[config.mk]
export PLATFORM = sky130hd
export DESIGN_NAME = lfsr_command_status
export DESIGN_NICKNAME = d
export VERILOG_FILES = /design/src/pkg/lfsr_pkg.sv /design/src/pkg/lfsr_list_if.sv /design/src/hw/lfsr_command_status.sv /design/src/hw/lfsr_list_walker.sv
export SDC_FILE = /design/constraint.sdc
export NUM_CORES = 1
export LEC_CHECK = 0
export BUFFER_PORTS_ARGS = -buffer_cell sky130_fd_sc_hd__clkbuf_2
export CAP_MARGIN = 20
export CORE_ASPECT_RATIO = 0.7
export CORE_MARGIN = 2
export CORE_UTILIZATION = 40
export CTS_CLUSTER_DIAMETER = 30
export DETAILED_ROUTE_END_ITERATION = 12
export GPL_TIMING_DRIVEN = 0
export HOLD_SLACK_MARGIN = 0.02
export PLACE_DENSITY = 0.79
export SETUP_SLACK_MARGIN = 0.5
export SYNTH_ARGS = -nofsm -noshare
export SYNTH_HDL_FRONTEND = slang
export SYNTH_HIERARCHICAL = 1
export SYNTH_SLANG_ARGS = --single-unit
[constraint.sdc]
create_clock -name sys_clk -period 1.8 [get_ports sys_clk]
set_clock_uncertainty 0.1 [all_clocks]
set_input_delay 0 -clock sys_clk [delete_from_list [all_inputs] [get_ports sys_clk]]
set_output_delay 0 -clock sys_clk [all_outputs]
set_load 0.05 [all_outputs]
[src/pkg/lfsr_pkg.sv]
package lfsr_pkg;

	// Register map. The command-status offset is a local choice.
	localparam logic [7:0] ADDR_COMMAND_STATUS = 8'h08;
	localparam logic [7:0] ADDR_LIST_STATUS    = 8'h0C;

	// Command-status field positions.
	localparam int BIT_SOFT_RESET   = 0;
	localparam int BIT_CTRL_FILLED  = 1;
	localparam int BIT_BULK_FILLED  = 2;
	localparam int BIT_OWN_REQUEST  = 3;
	localparam int SOC_LSB          = 16;

	// List-status field positions.
	localparam int BIT_SUSPENDED    = 0;
	localparam int BIT_BULK_ACTIVE  = 1;
	localparam int BIT_CTRL_ACTIVE  = 2;
	localparam int BIT_BUS_BLOCKED  = 3;

	// Reset values.
	localparam logic [31:0] CMD_RESET_VALUE = 32'h0000_0000;
	localparam logic [31:0] READ_ZERO       = 32'h0000_0000;

	// Timing: the soft reset must end within 10 us at a 50 ns clock.
	localparam int CLK_PERIOD_NS      = 50;
	localparam int SOFT_RESET_MAX_US  = 10;
	localparam int SOFT_RESET_CYCLES  = (SOFT_RESET_MAX_US * 1000) / CLK_PERIOD_NS;
	localparam int SOFT_RESET_RUN     = SOFT_RESET_CYCLES - 8;
	localparam logic [7:0] SOFT_RESET_RUN_CNT = 8'(SOFT_RESET_RUN);

	// Functional states of the controller.
	typedef enum logic [1:0] {
		LFSR_FUNC_RESET,
		LFSR_FUNC_RESUME,
		LFSR_FUNC_OPERATIONAL,
		LFSR_FUNC_SUSPEND
	} lfsr_func_e;

endpackage : lfsr_pkg

[src/pkg/lfsr_list_if.sv]
`timescale 1ns/1ns
`default_nettype none
// Signals between the register bank and one list walker.
interface lfsr_list_if;
	logic filled;
	logic start;
	logic td_found;
	logic pass_done;
	logic active;
	logic abort;
	modport bank (output filled, output abort, input start, input td_found, input pass_done,
		input active);
	modport walker (input filled, input abort, output start, output td_found,
		output pass_done, output active);
endinterface : lfsr_list_if
`default_nettype wire

[src/hw/lfsr_command_status.sv]
`timescale 1ns/1ns
`default_nettype none
// Summary of operation
// - At the bulk list head a zero bulk filled flag makes the controller skip bulk work.
// - At the bulk list head a set bulk filled flag starts bulk work and clears the flag.
// - Each descriptor found on the bulk list sets the bulk filled flag again.
// - With no descriptor found and no software set, the bulk flag stays zero and bulk work stops.
// - At the control list head a zero flag skips control work, a one starts it and clears it.
// - Each descriptor found on the control list sets the control filled flag again.
// - With no descriptor found and no software set, the control flag stays zero and work stops.
// - Writing one to the soft reset bit starts a software reset of the controller.
// - Soft reset forces the suspend state and clears operational state but keeps interrupt routing.
// - No host bus access is started while a soft reset is in progress.
// - The soft reset ends within 10 us and the controller then clears the reset bit itself.
// - Soft reset leaves the root hub alone and drives no reset onto downstream ports.
// - The command-status register is write-to-set and reads back normally.
module lfsr_command_status (
	// Clock and reset.
	input  wire logic        sys_clk,
	input  wire logic        reset_n,
	// Register port.
	input  wire logic [7:0]  reg_addr,
	input  wire logic [31:0] reg_wdata,
	input  wire logic        reg_write,
	input  wire logic        reg_read,
	output var  logic [31:0] reg_rdata,
	// List engine events.
	input  wire logic        bulk_at_head,
	input  wire logic        bulk_td_seen,
	input  wire logic        bulk_list_end,
	input  wire logic        ctrl_at_head,
	input  wire logic        ctrl_td_seen,
	input  wire logic        ctrl_list_end,
	input  wire logic        sched_overrun,
	input  wire logic        interrupt_routing_bit,
	// Controller status.
	output var  logic        host_bus_enable,
	output var  logic        soft_reset_busy,
	output var  logic [1:0]  func_state,
	output var  logic        bulk_active,
	output var  logic        ctrl_active,
	output var  logic        routing_kept
);
	lfsr_list_if bulk_lnk ();
	lfsr_list_if ctrl_lnk ();

	logic        bulk_list_filled_reg;
	logic        bulk_list_filled_next;
	logic        control_list_filled_reg;
	logic        control_list_filled_next;
	logic        controller_soft_reset_reg;
	logic        controller_soft_reset_next;
	logic        own_request_reg;
	logic        own_request_next;
	logic [1:0]  overrun_count_reg;
	logic [1:0]  overrun_count_next;
	logic [7:0]  reset_count_reg;
	logic [7:0]  reset_count_next;
	lfsr_pkg::lfsr_func_e state_reg;
	lfsr_pkg::lfsr_func_e state_next;
	logic [31:0] rdata_reg;
	logic [31:0] rdata_next;
	logic        bus_en_reg;
	logic        routing_reg;
	logic        cmd_write;
	logic        reset_done;

	assign cmd_write  = reg_write && (reg_addr == lfsr_pkg::ADDR_COMMAND_STATUS);
	assign reset_done = controller_soft_reset_reg && (reset_count_reg == 8'h00);

	// One walker per nonperiodic list; a soft reset aborts both passes.
	assign bulk_lnk.filled = bulk_list_filled_reg;
	assign ctrl_lnk.filled = control_list_filled_reg;
	assign bulk_lnk.abort  = controller_soft_reset_reg;
	assign ctrl_lnk.abort  = controller_soft_reset_reg;

	lfsr_list_walker u_bulk (
		.sys_clk  (sys_clk),
		.reset_n  (reset_n),
		.at_head  (bulk_at_head),
		.td_seen  (bulk_td_seen),
		.list_end (bulk_list_end),
		.lnk      (bulk_lnk)
	);

	lfsr_list_walker u_ctrl (
		.sys_clk  (sys_clk),
		.reset_n  (reset_n),
		.at_head  (ctrl_at_head),
		.td_seen  (ctrl_td_seen),
		.list_end (ctrl_list_end),
		.lnk      (ctrl_lnk)
	);

	// Next values of the command-status bits; software sets win over hardware clears, except a soft reset write while a soft reset runs.
	always_comb begin
		bulk_list_filled_next      = bulk_list_filled_reg;
		control_list_filled_next   = control_list_filled_reg;
		controller_soft_reset_next = controller_soft_reset_reg;
		own_request_next           = own_request_reg;
		overrun_count_next         = overrun_count_reg;
		reset_count_next           = reset_count_reg;
		state_next                 = state_reg;
		if (bulk_lnk.start) begin
			bulk_list_filled_next = 1'b0;
		end
		if (bulk_lnk.td_found) begin
			bulk_list_filled_next = 1'b1;
		end
		if (ctrl_lnk.start) begin
			control_list_filled_next = 1'b0;
		end
		if (ctrl_lnk.td_found) begin
			control_list_filled_next = 1'b1;
		end
		if (sched_overrun) begin
			overrun_count_next = overrun_count_reg + 2'b01;
		end
		if (controller_soft_reset_reg) begin
			reset_count_next = reset_count_reg - 8'h01;
			bulk_list_filled_next    = 1'b0;
			control_list_filled_next = 1'b0;
			own_request_next         = 1'b0;
			overrun_count_next       = 2'b00;
			state_next               = lfsr_pkg::LFSR_FUNC_SUSPEND;
		end
		if (reset_done) begin
			controller_soft_reset_next = 1'b0;
		end
		if (cmd_write) begin
			// Ones set, zeros leave bits alone.
			if (reg_wdata[lfsr_pkg::BIT_BULK_FILLED]) begin
				bulk_list_filled_next = 1'b1;
			end
			if (reg_wdata[lfsr_pkg::BIT_CTRL_FILLED]) begin
				control_list_filled_next = 1'b1;
			end
			if (reg_wdata[lfsr_pkg::BIT_OWN_REQUEST]) begin
				own_request_next = 1'b1;
			end
			if (reg_wdata[lfsr_pkg::BIT_SOFT_RESET] && !controller_soft_reset_reg) begin
				controller_soft_reset_next = 1'b1;
				reset_count_next           = lfsr_pkg::SOFT_RESET_RUN_CNT;
			end
		end
	end

	// Read data for the cycle after a read strobe.
	always_comb begin
		rdata_next = lfsr_pkg::READ_ZERO;
		if (reg_read && reg_addr == lfsr_pkg::ADDR_COMMAND_STATUS) begin
			rdata_next[lfsr_pkg::BIT_SOFT_RESET]  = controller_soft_reset_reg;
			rdata_next[lfsr_pkg::BIT_CTRL_FILLED] = control_list_filled_reg;
			rdata_next[lfsr_pkg::BIT_BULK_FILLED] = bulk_list_filled_reg;
			rdata_next[lfsr_pkg::BIT_OWN_REQUEST] = own_request_reg;
			rdata_next[lfsr_pkg::SOC_LSB +: 2]    = overrun_count_reg;
		end else if (reg_read && reg_addr == lfsr_pkg::ADDR_LIST_STATUS) begin
			rdata_next[lfsr_pkg::BIT_SUSPENDED]   = (state_reg == lfsr_pkg::LFSR_FUNC_SUSPEND);
			rdata_next[lfsr_pkg::BIT_BULK_ACTIVE] = bulk_lnk.active;
			rdata_next[lfsr_pkg::BIT_CTRL_ACTIVE] = ctrl_lnk.active;
			rdata_next[lfsr_pkg::BIT_BUS_BLOCKED] = controller_soft_reset_reg;
		end
	end

	// Registers all state; the interrupt routing bit is cleared by reset_n but is outside the soft reset path.
	always_ff @(posedge sys_clk) begin
		if (!reset_n) begin
			bulk_list_filled_reg      <= lfsr_pkg::CMD_RESET_VALUE[lfsr_pkg::BIT_BULK_FILLED];
			control_list_filled_reg   <= lfsr_pkg::CMD_RESET_VALUE[lfsr_pkg::BIT_CTRL_FILLED];
			controller_soft_reset_reg <= lfsr_pkg::CMD_RESET_VALUE[lfsr_pkg::BIT_SOFT_RESET];
			own_request_reg           <= lfsr_pkg::CMD_RESET_VALUE[lfsr_pkg::BIT_OWN_REQUEST];
			overrun_count_reg         <= 2'b00;
			reset_count_reg           <= 8'h00;
			state_reg                 <= lfsr_pkg::LFSR_FUNC_RESET;
			rdata_reg                 <= lfsr_pkg::READ_ZERO;
			bus_en_reg                <= 1'b0;
			routing_reg               <= 1'b0;
		end else begin
			bulk_list_filled_reg      <= bulk_list_filled_next;
			control_list_filled_reg   <= control_list_filled_next;
			controller_soft_reset_reg <= controller_soft_reset_next;
			own_request_reg           <= own_request_next;
			overrun_count_reg         <= overrun_count_next;
			reset_count_reg           <= reset_count_next;
			state_reg                 <= state_next;
			rdata_reg                 <= rdata_next;
			bus_en_reg                <= !controller_soft_reset_next;
			routing_reg               <= interrupt_routing_bit;
		end
	end

	// Outputs straight from flip-flops; no root hub or port reset is driven.
	assign reg_rdata       = rdata_reg;
	assign host_bus_enable = bus_en_reg;
	assign soft_reset_busy = controller_soft_reset_reg;
	assign func_state      = state_reg;
	assign bulk_active     = bulk_lnk.active;
	assign ctrl_active     = ctrl_lnk.active;
	assign routing_kept    = routing_reg;

	// Assertions.
	a_bulk_skip_zero: assert property (@(posedge sys_clk) disable iff (!reset_n)
		bulk_at_head && !bulk_list_filled_reg && !bulk_lnk.active |=> !bulk_lnk.active)
		else $error("Bulk pass started with empty flag.");
	a_bulk_start_clear: assert property (@(posedge sys_clk) disable iff (!reset_n)
		bulk_lnk.start && !cmd_write |=> !bulk_list_filled_reg && bulk_lnk.active)
		else $error("Bulk start did not clear flag.");
	a_bulk_td_set: assert property (@(posedge sys_clk) disable iff (!reset_n)
		bulk_lnk.td_found |=> bulk_list_filled_reg)
		else $error("Bulk descriptor did not set flag.");
	a_bulk_stays_zero: assert property (@(posedge sys_clk) disable iff (!reset_n)
		!bulk_list_filled_reg && !bulk_lnk.td_found && !cmd_write |=> !bulk_list_filled_reg)
		else $error("Bulk flag rose without cause.");
	a_ctrl_start_clear: assert property (@(posedge sys_clk) disable iff (!reset_n)
		ctrl_lnk.start && !cmd_write |=> !control_list_filled_reg && ctrl_lnk.active)
		else $error("Control start did not clear flag.");
	a_ctrl_td_set: assert property (@(posedge sys_clk) disable iff (!reset_n)
		ctrl_lnk.td_found |=> control_list_filled_reg)
		else $error("Control descriptor did not set flag.");
	a_ctrl_stays_zero: assert property (@(posedge sys_clk) disable iff (!reset_n)
		!control_list_filled_reg && !ctrl_lnk.td_found && !cmd_write |=> !control_list_filled_reg)
		else $error("Control flag rose without cause.");
	a_reset_write_set: assert property (@(posedge sys_clk) disable iff (!reset_n)
		cmd_write && reg_wdata[lfsr_pkg::BIT_SOFT_RESET] |=> controller_soft_reset_reg)
		else $error("Reset write did not start reset.");
	a_reset_suspend: assert property (@(posedge sys_clk) disable iff (!reset_n)
		controller_soft_reset_reg |=> state_reg == lfsr_pkg::LFSR_FUNC_SUSPEND)
		else $error("Soft reset did not enter suspend.");
	a_reset_no_bus: assert property (@(posedge sys_clk) disable iff (!reset_n)
		controller_soft_reset_reg |-> !host_bus_enable)
		else $error("Host bus enabled during soft reset.");
	a_reset_bounded: assert property (@(posedge sys_clk) disable iff (!reset_n)
		$rose(controller_soft_reset_reg) |-> ##[1:200] !controller_soft_reset_reg)
		else $error("Soft reset exceeded its time.");
	a_write_keeps: assert property (@(posedge sys_clk) disable iff (!reset_n)
		cmd_write && bulk_list_filled_reg && !bulk_lnk.start && !controller_soft_reset_reg
		|=> bulk_list_filled_reg)
		else $error("Write of zero cleared bulk flag.");
	a_reset_readback: assert property (@(posedge sys_clk) disable iff (!reset_n)
		reg_read && reg_addr == lfsr_pkg::ADDR_COMMAND_STATUS && controller_soft_reset_reg
		|=> reg_rdata[lfsr_pkg::BIT_SOFT_RESET])
		else $error("Reset bit read back as zero.");

	c_bulk_pass: cover property (@(posedge sys_clk) disable iff (!reset_n)
		bulk_lnk.start ##[1:20] bulk_lnk.pass_done);
	c_ctrl_refill: cover property (@(posedge sys_clk) disable iff (!reset_n)
		ctrl_lnk.start ##[1:20] ctrl_lnk.td_found);
	c_soft_reset: cover property (@(posedge sys_clk) disable iff (!reset_n)
		$fell(controller_soft_reset_reg));

endmodule : lfsr_command_status
`default_nettype wire

[src/hw/lfsr_list_walker.sv]
`timescale 1ns/1ns
`default_nettype none
// Tracks one nonperiodic list pass from the list head to its end.
module lfsr_list_walker (
	// Clock and reset.
	input  wire logic        sys_clk,
	input  wire logic        reset_n,
	// Scheduler events from the list engine.
	input  wire logic        at_head,
	input  wire logic        td_seen,
	input  wire logic        list_end,
	// Link to the register bank.
	lfsr_list_if.walker      lnk
);
	logic active_reg;
	logic active_next;

	// Starts a pass only when the filled flag is set; abort ends it.
	always_comb begin
		active_next = active_reg;
		if (lnk.abort) begin
			active_next = 1'b0;
		end else if (at_head && !active_reg && lnk.filled) begin
			active_next = 1'b1;
		end else if (active_reg && list_end) begin
			active_next = 1'b0;
		end
	end

	// Registers the pass state.
	always_ff @(posedge sys_clk) begin
		if (!reset_n) begin
			active_reg <= 1'b0;
		end else begin
			active_reg <= active_next;
		end
	end

	// Events for the bank; a zero flag skips the list entirely.
	assign lnk.start     = at_head && !active_reg && lnk.filled && !lnk.abort;
	assign lnk.td_found  = active_reg && td_seen && !lnk.abort;
	assign lnk.pass_done = active_reg && list_end && !lnk.abort;
	assign lnk.active    = active_reg;

endmodule : lfsr_list_walker
`default_nettype wire

=== Yosys cells after proc, flatten, opt, wreduce, memory -nomap -nowiden ===
Index checks and enable logic that the tools add are counted.

* Output and inout port bits: 39
* Flip-flop bits (word level): 51
* Logic and storage cells: 71
* Bits of input ports: 52

* Equality and inequality tests: 3
* Bitwise logic cells: 1
* Reductions and logical operators: 26
* Muxes and demuxes: 25
* $add $sub $neg: 2

{| class="wikitable"
|+ Operators by type and width
! kind !! count
|-
| two-way mux 8 bit || 3
|-
| two-way mux 1 bit || 20
|-
| logical AND 1 bit || 17
|-
| equality test 8 x 4 -> 1 bit (second input constant) || 2
|-
| zero test 8 bit || 1
|-
| two-way mux 4 bit || 2
|-
| subtractor 8 x 1 -> 8 bit (second input constant) || 1
|-
| zero test 1 bit || 4
|-
| nonzero test 2 bit || 2
|-
| adder 2 x 1 -> 2 bit (second input constant) || 1
|-
| equality test 2 bit (second input constant) || 1
|-
| AND reduction 2 bit || 1
|-
| OR reduction 2 bit || 1
|-
| inverter 1 bit || 1
|}

=== Depth between registers and ports, before layout ===
Gate-level depths: netlist of the first run.

* Word-level depth: 9
* Mapped depth: 5
* Mapped depth without buffers: 5

=== By module ===
Netlist of the first run, hierarchy kept.

{| class="wikitable"
|+ By module, submodules not included
! module !! area each (um^2) !! cells each !! seq. area each (um^2) !! instances
|-
| lfsr_command_status || 1138.6 || 127 || 460.4 || 1
|-
| lfsr_list_walker || 73.8 || 9 || 20.0 || 2
|}

=== Worst setup path before layout of the first run ===
OpenSTA, ideal clock, no wires.

* Path type: reg2reg
* Start: reg controller_soft_reset_reg (netlist: soft_reset_busy)
* End: reg reset_count_reg[7]
* Path buffers: 0
* Setup slack: -193 ps
* Cell stages (with the launch flop): 4
* Clock period less this slack: 1993 ps
* Data arrival time: 1831 ps
* Library setup time: 62 ps
* Required time: 1638 ps
* Path through: dfxtp_1 or4b_4 or4_1 nand3_1

* Word-level cells in the longest chain between the ends: 4
* Elaborated cells on any way between the ends: 5
* Those cells by class: mux (3); reduce/logical (2)

{| class="wikitable"
|+ RTL lines
! what !! RTL line !! RTL
|-
| start: declaration || lfsr_command_status.sv:51 || <nowiki>logic controller_soft_reset_reg;</nowiki>
|-
| start signal: assignment || lfsr_command_status.sv:170 || <nowiki>controller_soft_reset_reg <= lfsr_pkg::CMD_RESET_VALUE[lfsr_pkg::BIT_SOFT_RESET];</nowiki>
|-
| start signal: assignment || lfsr_command_status.sv:181 || <nowiki>controller_soft_reset_reg <= controller_soft_reset_next;</nowiki>
|-
| zero test 1 bit || lfsr_command_status.sv:141 || <nowiki>if (reg_wdata[lfsr_pkg::BIT_SOFT_RESET] && !controller_soft_reset_reg) begin</nowiki>
|-
| logical AND 1 bit || lfsr_command_status.sv:141 ||
|-
| two-way mux 8 bit || lfsr_command_status.sv:141 ||
|-
| two-way mux 8 bit (*) || lfsr_command_status.sv:130 || <nowiki>if (cmd_write) begin</nowiki>
|-
| end signal: assignment || lfsr_command_status.sv:184 || <nowiki>reset_count_reg <= reset_count_next;</nowiki>
|-
| end: declaration || lfsr_command_status.sv:57 || <nowiki>logic [7:0] reset_count_reg;</nowiki>
|}

Every way passes the cells marked *; elsewhere a longest branch is shown, timed or not.
A chain may end at the register's enable or synchronous reset.

=== Final worst setup path of the first run ===
* Start: reg reset_count_reg[0]
* End: reg reset_count_reg[5]

* Word-level cells in the longest chain between the ends: 4

{| class="wikitable"
|+ RTL lines
! what !! RTL line !! RTL
|-
| subtractor 8 x 1 -> 8 bit (*) || lfsr_command_status.sv:120 || <nowiki>reset_count_next = reset_count_reg - 8'h01;</nowiki>
|-
| two-way mux 8 bit (*) || lfsr_command_status.sv:119 || <nowiki>if (controller_soft_reset_reg) begin</nowiki>
|-
| two-way mux 8 bit || lfsr_command_status.sv:141 ||
|-
| two-way mux 8 bit (*) || lfsr_command_status.sv:130 ||
|}

Marks and branches as above.

==> results summary, run 1 <==
The run finished, with violations left. The final reports fail on negative hold slack. The max-capacitance violation count is 0. The number of warnings printed during yosys synthesis came out at 6. The launching point of the worst reg2reg path is reset_count_reg[0].

The violation count after the first detailed-route iteration is 100. The number of buffers inserted during clock tree synthesis came out at 3. The number of slew-limit violations in the final report came out at 0. The worst path required time is 1.90 ns. Clock tree synthesis selected as its root buffer the cell sky130_fd_sc_hd__clkbuf_8. The areal power density over the cells came out at 619.3 nW/um^2. The critical path arrival is 1.70 ns. The transition time of the tightest slew-check pin is 0.6808 ns.

The buffer levels on the longest clock path is 2. For hold timing, the worst endpoint is soft_reset_busy. The leakage power summed over all cells came out at 0.9037 nW. The number of input and output port buffers inserted is 35.

The fraction of layout cells with a size suffix above 1 is 43.17%. Counting I/O delays and the setup requirement, the final critical path takes 1.596 ns. The initial antenna violation count is 0. The worst setup path is of the flip-flop to flip-flop kind.

The per-cell routed wire length came out at 10.99 um. TritonCTS built the clock tree. Using the TritonRoute via totals, the vias-per-cell ratio works out to 4.509. In this run, placement finished with an instance count of 241.

STA classifies the critical path startpoint as a flip-flop. The I/O pin total is 91. The area growth from synthesis to final layout came out at 49.01%. The area of the mapped netlist is 1266 sq um. The number of cells in the finished layout apart from fillers came out at 265. Detailed placement ended at an HPWL of 1.936 mm. The first-pass iteration count of the detailed router is 4. The maximum number of pins on one net before global-route repair came out at 16. The die outline width came out at 71.25 um. The floorplan has 17 rows. The total of hold buffers inserted after clock tree synthesis came out at 11. Summing internal, switching and leakage power gives 0.001169 W. The final design instance area without fill is 1887 sq um.

In this run the most critical hold path is launched from reg_addr[5]. The worst slew slack as a fraction of its limit came out at 54.51%. The last weighted congestion value of the routability-driven placer is 0.7870. In this run the worst hold path is classified as input port to flip-flop. The antenna violation net count after detailed routing is 0.

The floorplan die height came out at 51.08 um. The final cycle utilization of the critical path is 88.67%. The synthesized netlist cell count is 143. The largest voltage drop on the vdd net came out at 0.2950 mV. Setup repair after global routing could not meet its margin everywhere. A synthesized cell averages 8.855 sq um. The clock input transition at the sequential cells of the worst setup and hold paths is 0.09 ns. The total wirelength of the detailed-routed design came out at 2.913 mm. For this run, design rule violations remaining after detail routing come to 0. The total number of vias came out at 1195. The number of flip-flops under the largest register name came out at 8. The final-stage net count came out at 282. The total die area is 3639 sq um. The peak fanout along the critical path is 4.

The count of final setup violators is 0. The final hold slack came out at -0.04806 ns. The deepest level of the CTS H-tree came out at 1. The number of global-route vias before repair is 1019.

The final-layout fill cell count came out at 242. The number of endpoints with negative hold slack in the final report is 1. The summed negative setup slack over all endpoints is 0 ns.

The fmax came out at 626.6 MHz. The worst setup path is captured at a flip-flop. The worst reg-to-reg setup slack is 0.20 ns. The number of cells traversed by the worst hold path came out at 4. The clock drives 25 sinks.

The endpoint identified for the worst register-to-register timing path is reset_count_reg[5]. Clock latency on the worst-skew pair, taken at its later pin, is 0.27 ns. The effective utilization at floorplan came out at 41.05%. The first global-routing pass estimated 4.215 mm of wire. The total cell area at the placement stage came out at 1598 sq um. The path depth of the worst reg2reg path came out at 3. In this run the standard cell core region covers 3084 sq um. The final global-route overflow total is 0. The global-route total usage across every layer came out at 14.93%.

The antenna diode count came out at 0.
[timing repair]
action	4_1_cts	5_1_grt
pin swaps	2	10
buffers inserted	6	3
gates resized for setup	7	12
setup endpoints to repair	15	12
endpoints found under the hold margin	16	2
[worst max-delay path, stage by stage (launching register included)]
cell	delay, ns
sky130_fd_sc_hd__dfxtp_2	0.33
sky130_fd_sc_hd__or4b_4	0.55
sky130_fd_sc_hd__or4_1	0.42
sky130_fd_sc_hd__a21oi_1	0.13
[final cells by class]
type	count	area, sq um	area share [%]
clock buffer	3	41.29	2.188
buffer	30	215.2	11.41
multi-input combinational	106	683.2	36.21
clock inverter	1	6.256	0.3316
timing repair buffer	55	356.6	18.90
inverter	7	26.28	1.393
tap	38	47.55	2.520
sequential	25	510.5	27.06
[power breakdown]
part           internal, W  total (W)  switching [W]
Combinational    0.0000922   0.000265       0.000172
Sequential        0.000558   0.000562     0.00000387
Clock             0.000158   0.000342       0.000184
[layout by cell type, fill, tap and decap left out, types with 3 or more instances in the layout]
| master | instances |
|---|---|
| sky130_fd_sc_hd__nor2_1 | 11 |
| sky130_fd_sc_hd__nand2_1 | 8 |
| sky130_fd_sc_hd__a21oi_2 | 3 |
| sky130_fd_sc_hd__mux2i_1 | 4 |
| sky130_fd_sc_hd__a21oi_1 | 5 |
| sky130_fd_sc_hd__nand3b_1 | 3 |
| sky130_fd_sc_hd__clkbuf_8 | 3 |
| sky130_fd_sc_hd__clkbuf_2 | 36 |
| sky130_fd_sc_hd__nand3_1 | 3 |
| sky130_fd_sc_hd__o22ai_1 | 3 |
| sky130_fd_sc_hd__nand2b_1 | 6 |
| sky130_fd_sc_hd__dlygate4sd3_1 | 11 |
| sky130_fd_sc_hd__inv_1 | 6 |
| sky130_fd_sc_hd__dfxtp_2 | 5 |
| sky130_fd_sc_hd__conb_1 | 26 |
| sky130_fd_sc_hd__nor3b_1 | 3 |
| sky130_fd_sc_hd__buf_4 | 35 |
| sky130_fd_sc_hd__dfxtp_1 | 19 |
[routing by layer]
| layer | global-route usage [%] | vias up | wire (um) |
|---|---|---|---|
| li1 | - | 605 | - |
| met1 | 16.79 | 538 | 1215 |
| met2 | 26.39 | 44 | 1449 |
| met3 | 5.128 | 8 | 198 |
| met4 | 5.346 | 0 | 50 |
| met5 | 0 | - | 0 |
[metrics by stage]
step           worst slack [ns]  utilization, %  hold slack, ns
6_report                 0.2040           61.18        -0.04806
5_1_grt                  0.1778           61.18        -0.02244
3_3_place_gp             0.1801           51.81          0.1130
2_1_floorplan            0.1648               -         0.02729
4_1_cts                  0.2314           58.82        -0.05419
3_5_place_dp             0.1332           51.81          0.1190
[worst max-delay path by stage]
stage                     slack [ns]          startpoint            endpoint
after detailed placement        0.13     soft_reset_busy  reset_count_reg[4]
after global routing            0.18     soft_reset_busy  reset_count_reg[4]
final                           0.20  reset_count_reg[0]  reset_count_reg[5]
after CTS                       0.23  reset_count_reg[5]  reset_count_reg[7]
after floorplan                 0.16     soft_reset_busy  reset_count_reg[5]
after global placement          0.18     soft_reset_busy  reset_count_reg[4]
Power figures use the tool's default switching activity.
==> run 2: changes to the inputs <==
- ABC_AREA: unset -> 0
- CELL_PAD_IN_SITES_DETAIL_PLACEMENT: unset -> 1
- CELL_PAD_IN_SITES_GLOBAL_PLACEMENT: unset -> 1
- CORE_UTILIZATION: 40 -> 28
- PLACE_DENSITY: 0.79 -> unset
- PLACE_DENSITY_LB_ADDON: unset -> 0.1
==> results summary, run 2 (synthesis gave the netlist of run 1 again) <==
The critical path arrival came to 1.74 ns (+0.04 ns). The tree is rooted in a sky130_fd_sc_hd__clkbuf_8. The antenna violation net count after detailed routing is 0 (unchanged). The startpoint identified for the worst register-to-register timing path is soft_reset_busy. The total half-perimeter wirelength after legalization and detailed placement came out at 2.432 mm (+26%).

The peak fanout along the critical path is 4 (unchanged). The mean number of vias per cell is 4.179 (-7.3%). The total wirelength of the detailed-routed design is 3.399 mm (+17%).

The global-route total usage across every layer came out at 12.91% (-2.0 points). The run finished, with violations left. The total of hold buffers inserted after clock tree synthesis came out at 10 (-1). The clock input transition at the sequential cells of the worst setup and hold paths came out at 0.09 ns (about the same).

The checks that failed: negative hold slack. The area growth from synthesis to final layout is 50.59%. Among all stages on the critical path, the largest delay is contributed by sky130_fd_sc_hd__or4b_4.

The number of endpoints with negative hold slack in the final report was 1 (unchanged). The final total power is 0.001156 W (-1.1%). The number of buffers inserted during clock tree synthesis came out at 3 (unchanged). For hold timing, the worst endpoint is soft_reset_busy. The largest incremental delay on the critical path came out at 0.51 ns (-0.04 ns).

The violation count after the first detailed-route iteration is 19 (-81%). The sort of element at the start of the critical path is a flip-flop. The core box area is 4354 sq um (+41%). The worst hold path begins at reg_addr[5]. The final hold slack is -0.03354 ns (+0.01452 ns).

The summed negative setup slack over all endpoints is 0 ns (unchanged). The fraction of layout cells with a size suffix above 1 is 43.56% (+0.38 points). The floorplan die height is 60.27 um (+18%). The path class of the lowest-slack min-delay path is input port to flip-flop.

The reg-to-reg endpoint is reset_count_reg[7]. The antenna diode count came out at 0 (unchanged). The last weighted congestion value of the routability-driven placer is 0.7232 (-8.1%). The final global-route overflow total came out at 0 (unchanged).

The deepest level of the CTS H-tree came out at 1 (unchanged). The critical path is of the flip-flop to flip-flop type. Traced cell by cell, the critical path runs through or4b_4 -> or4_4 -> nand3_2.

The worst reg-to-reg setup slack came out at 0.17 ns (-0.03 ns). The max-capacitance violation count was 0 (unchanged). The count of final setup violators came out at 0 (unchanged). The number of cells after detailed placement is 258 (+7.1%). The initial antenna violation count came out at 0 (unchanged). The worst slew slack as a fraction of its limit came to 59.77% (+5.3 points). The later-pin clock latency in the skew report came to 0.26 ns (about the same). The path depth of the worst reg2reg path is 3 (unchanged). The final-stage net count is 280 (-0.71%).

The maximum number of pins on one net before global-route repair is 15 (-1). The global-route wire length before repair came to 5.202 mm (+23%). The per-cell routed wire length came out at 12.14 um (+10%). The first-pass iteration count of the detailed router was 2 (-2).

The number of design rule violations left after detail routing came out at 0 (unchanged). The number of cells in the finished layout apart from fillers came out at 280 (+5.7%). The final critical delay including setup and external delays came out at 1.629 ns (+0.03320 ns).

The final cycle utilization of the critical path is 90.51% (+1.8 points). The total number of vias is 1170 (-2.1%). The fmax came out at 613.8 MHz (-2.0%). The areal power density over the cells is 606.1 nW/um^2 (-2.1%). The switching fraction of total power was 30.60% (-0.22 points). The buffer levels on the longest clock path is 2 (unchanged). The library cells used most frequently in the layout, excluding fill and tap cells, are 36 x sky130_fd_sc_hd__clkbuf_2, 35 x sky130_fd_sc_hd__buf_4, 26 x sky130_fd_sc_hd__conb_1. The leading cell type in the layout, fill and taps excluded is sky130_fd_sc_hd__clkbuf_2.

Setup repair after global routing could not meet its margin everywhere. The I/O pin total came out at 91 (unchanged). The largest voltage drop on the vdd net came to 0.3153 mV (+6.9%). The number of flip-flops under the largest register name is 8 (unchanged).

The total die area is 5085 sq um (+40%). The switching power summed over all nets came to 0.0003536 W (-1.8%). The number of sinks driven by the clock tree is 25 (unchanged).

The effective utilization at floorplan came out at 29.08% (-12 points). The sequential power share is 48.5% (+0.4 points). The final cell utilization of the core came out at 43.79% (-17 points). The combinational group share of total power came out at 23.0% (+0.4 points).

TritonCTS built the clock tree. The leakage power summed over all cells came out at 0.9177 nW (+1.6%). The die outline width was 84.38 um (+18%). The worst path required time is 1.91 ns (about the same). The sort of element at the end of the critical path is a flip-flop.

The number of slew-limit violations in the final report is 0 (unchanged). The internal power of the cells is 0.0008020 W (-0.79%). The number of cells traversed by the worst hold path was 4 (unchanged). The proportion of power drawn by the clock network came out at 28.5% (-0.8 points).

The number of global-route vias before repair was 1153 (+13%). The transition time of the tightest slew-check pin came out at 0.6021 ns (-0.07868 ns). The number of rows created at floorplan is 20 (+3).

The number of input and output port buffers inserted came out at 35 (unchanged).
==> run 2: final cells by class <==
class,instances,area [sq um]
clock inverters,1,5.005
well taps,55,68.82
flip-flops and latches,25,513.0
clock buffers,3,41.29
repair buffers,53,335.3
fillers,546,2447
plain buffers,30,215.2
inverters,7,26.28
multi-input cells,106,701.9
==> run 2: critical path: cells and delay by family (launching register included) <==
family / cells / cell delay, ns
flip-flops: 1 / 0.39
AND/OR/NAND/NOR: 3 / 1.09
==> run 2: power by group through the flow <==
stage	clock network, W	logic (W)	registers [W]
after global routing	0.000370	0.000280	0.000562
after CTS	0.000340	0.000256	0.000562
after global placement	0	0.000236	0.000575
after detailed placement	0	0.000238	0.000575
final	0.000330	0.000265	0.000560
after floorplan	0	0.000193	0.000583
==> run 2: metal layers <==
metal / wire (um) / part of all wire (%) / vias up / track usage, %
met5: 0 / 0 / - / 0
met4: 27 / 0.79 / 0 / 1.361
met3: 198 / 5.8 / 4 / 3.453
met2: 1696 / 50 / 38 / 24.72
met1: 1477 / 43 / 530 / 15.23
li1: - / - / 598 / -
==> run 2: what timing repair did <==
item	CTS	global route
pin swaps	4	1
hold endpoints to repair	9	1
buffers inserted	5	3
resized for setup	7	13
setup endpoints to repair	15	11
==> run 2: metrics by stage <==
step	hold slack, ns	instance area, sq um	setup WS, ns
final	-0.03354	1907	0.1708
after global routing	-0.01152	1907	0.1471
after CTS	-0.05553	1817	0.1942
after detailed placement	0.1199	1619	0.07542
after global placement	0.1184	1619	0.1415
after floorplan	0.02729	1375	0.1648
==> run 2: how the worst max path moves through the flow <==
| stage | cells after the start | to | slack, ns | start |
|---|---|---|---|---|
| floorplan | 3 | reset_count_reg[5] | 0.16 | soft_reset_busy |
| global placement | 4 | reset_count_reg[4] | 0.14 | soft_reset_busy |
| detailed placement | 4 | reset_count_reg[4] | 0.08 | soft_reset_busy |
| CTS | 3 | reset_count_reg[7] | 0.19 | reset_count_reg[1] |
| global route | 3 | reset_count_reg[7] | 0.15 | reset_count_reg[1] |
| finish | 3 | reset_count_reg[7] | 0.17 | soft_reset_busy |
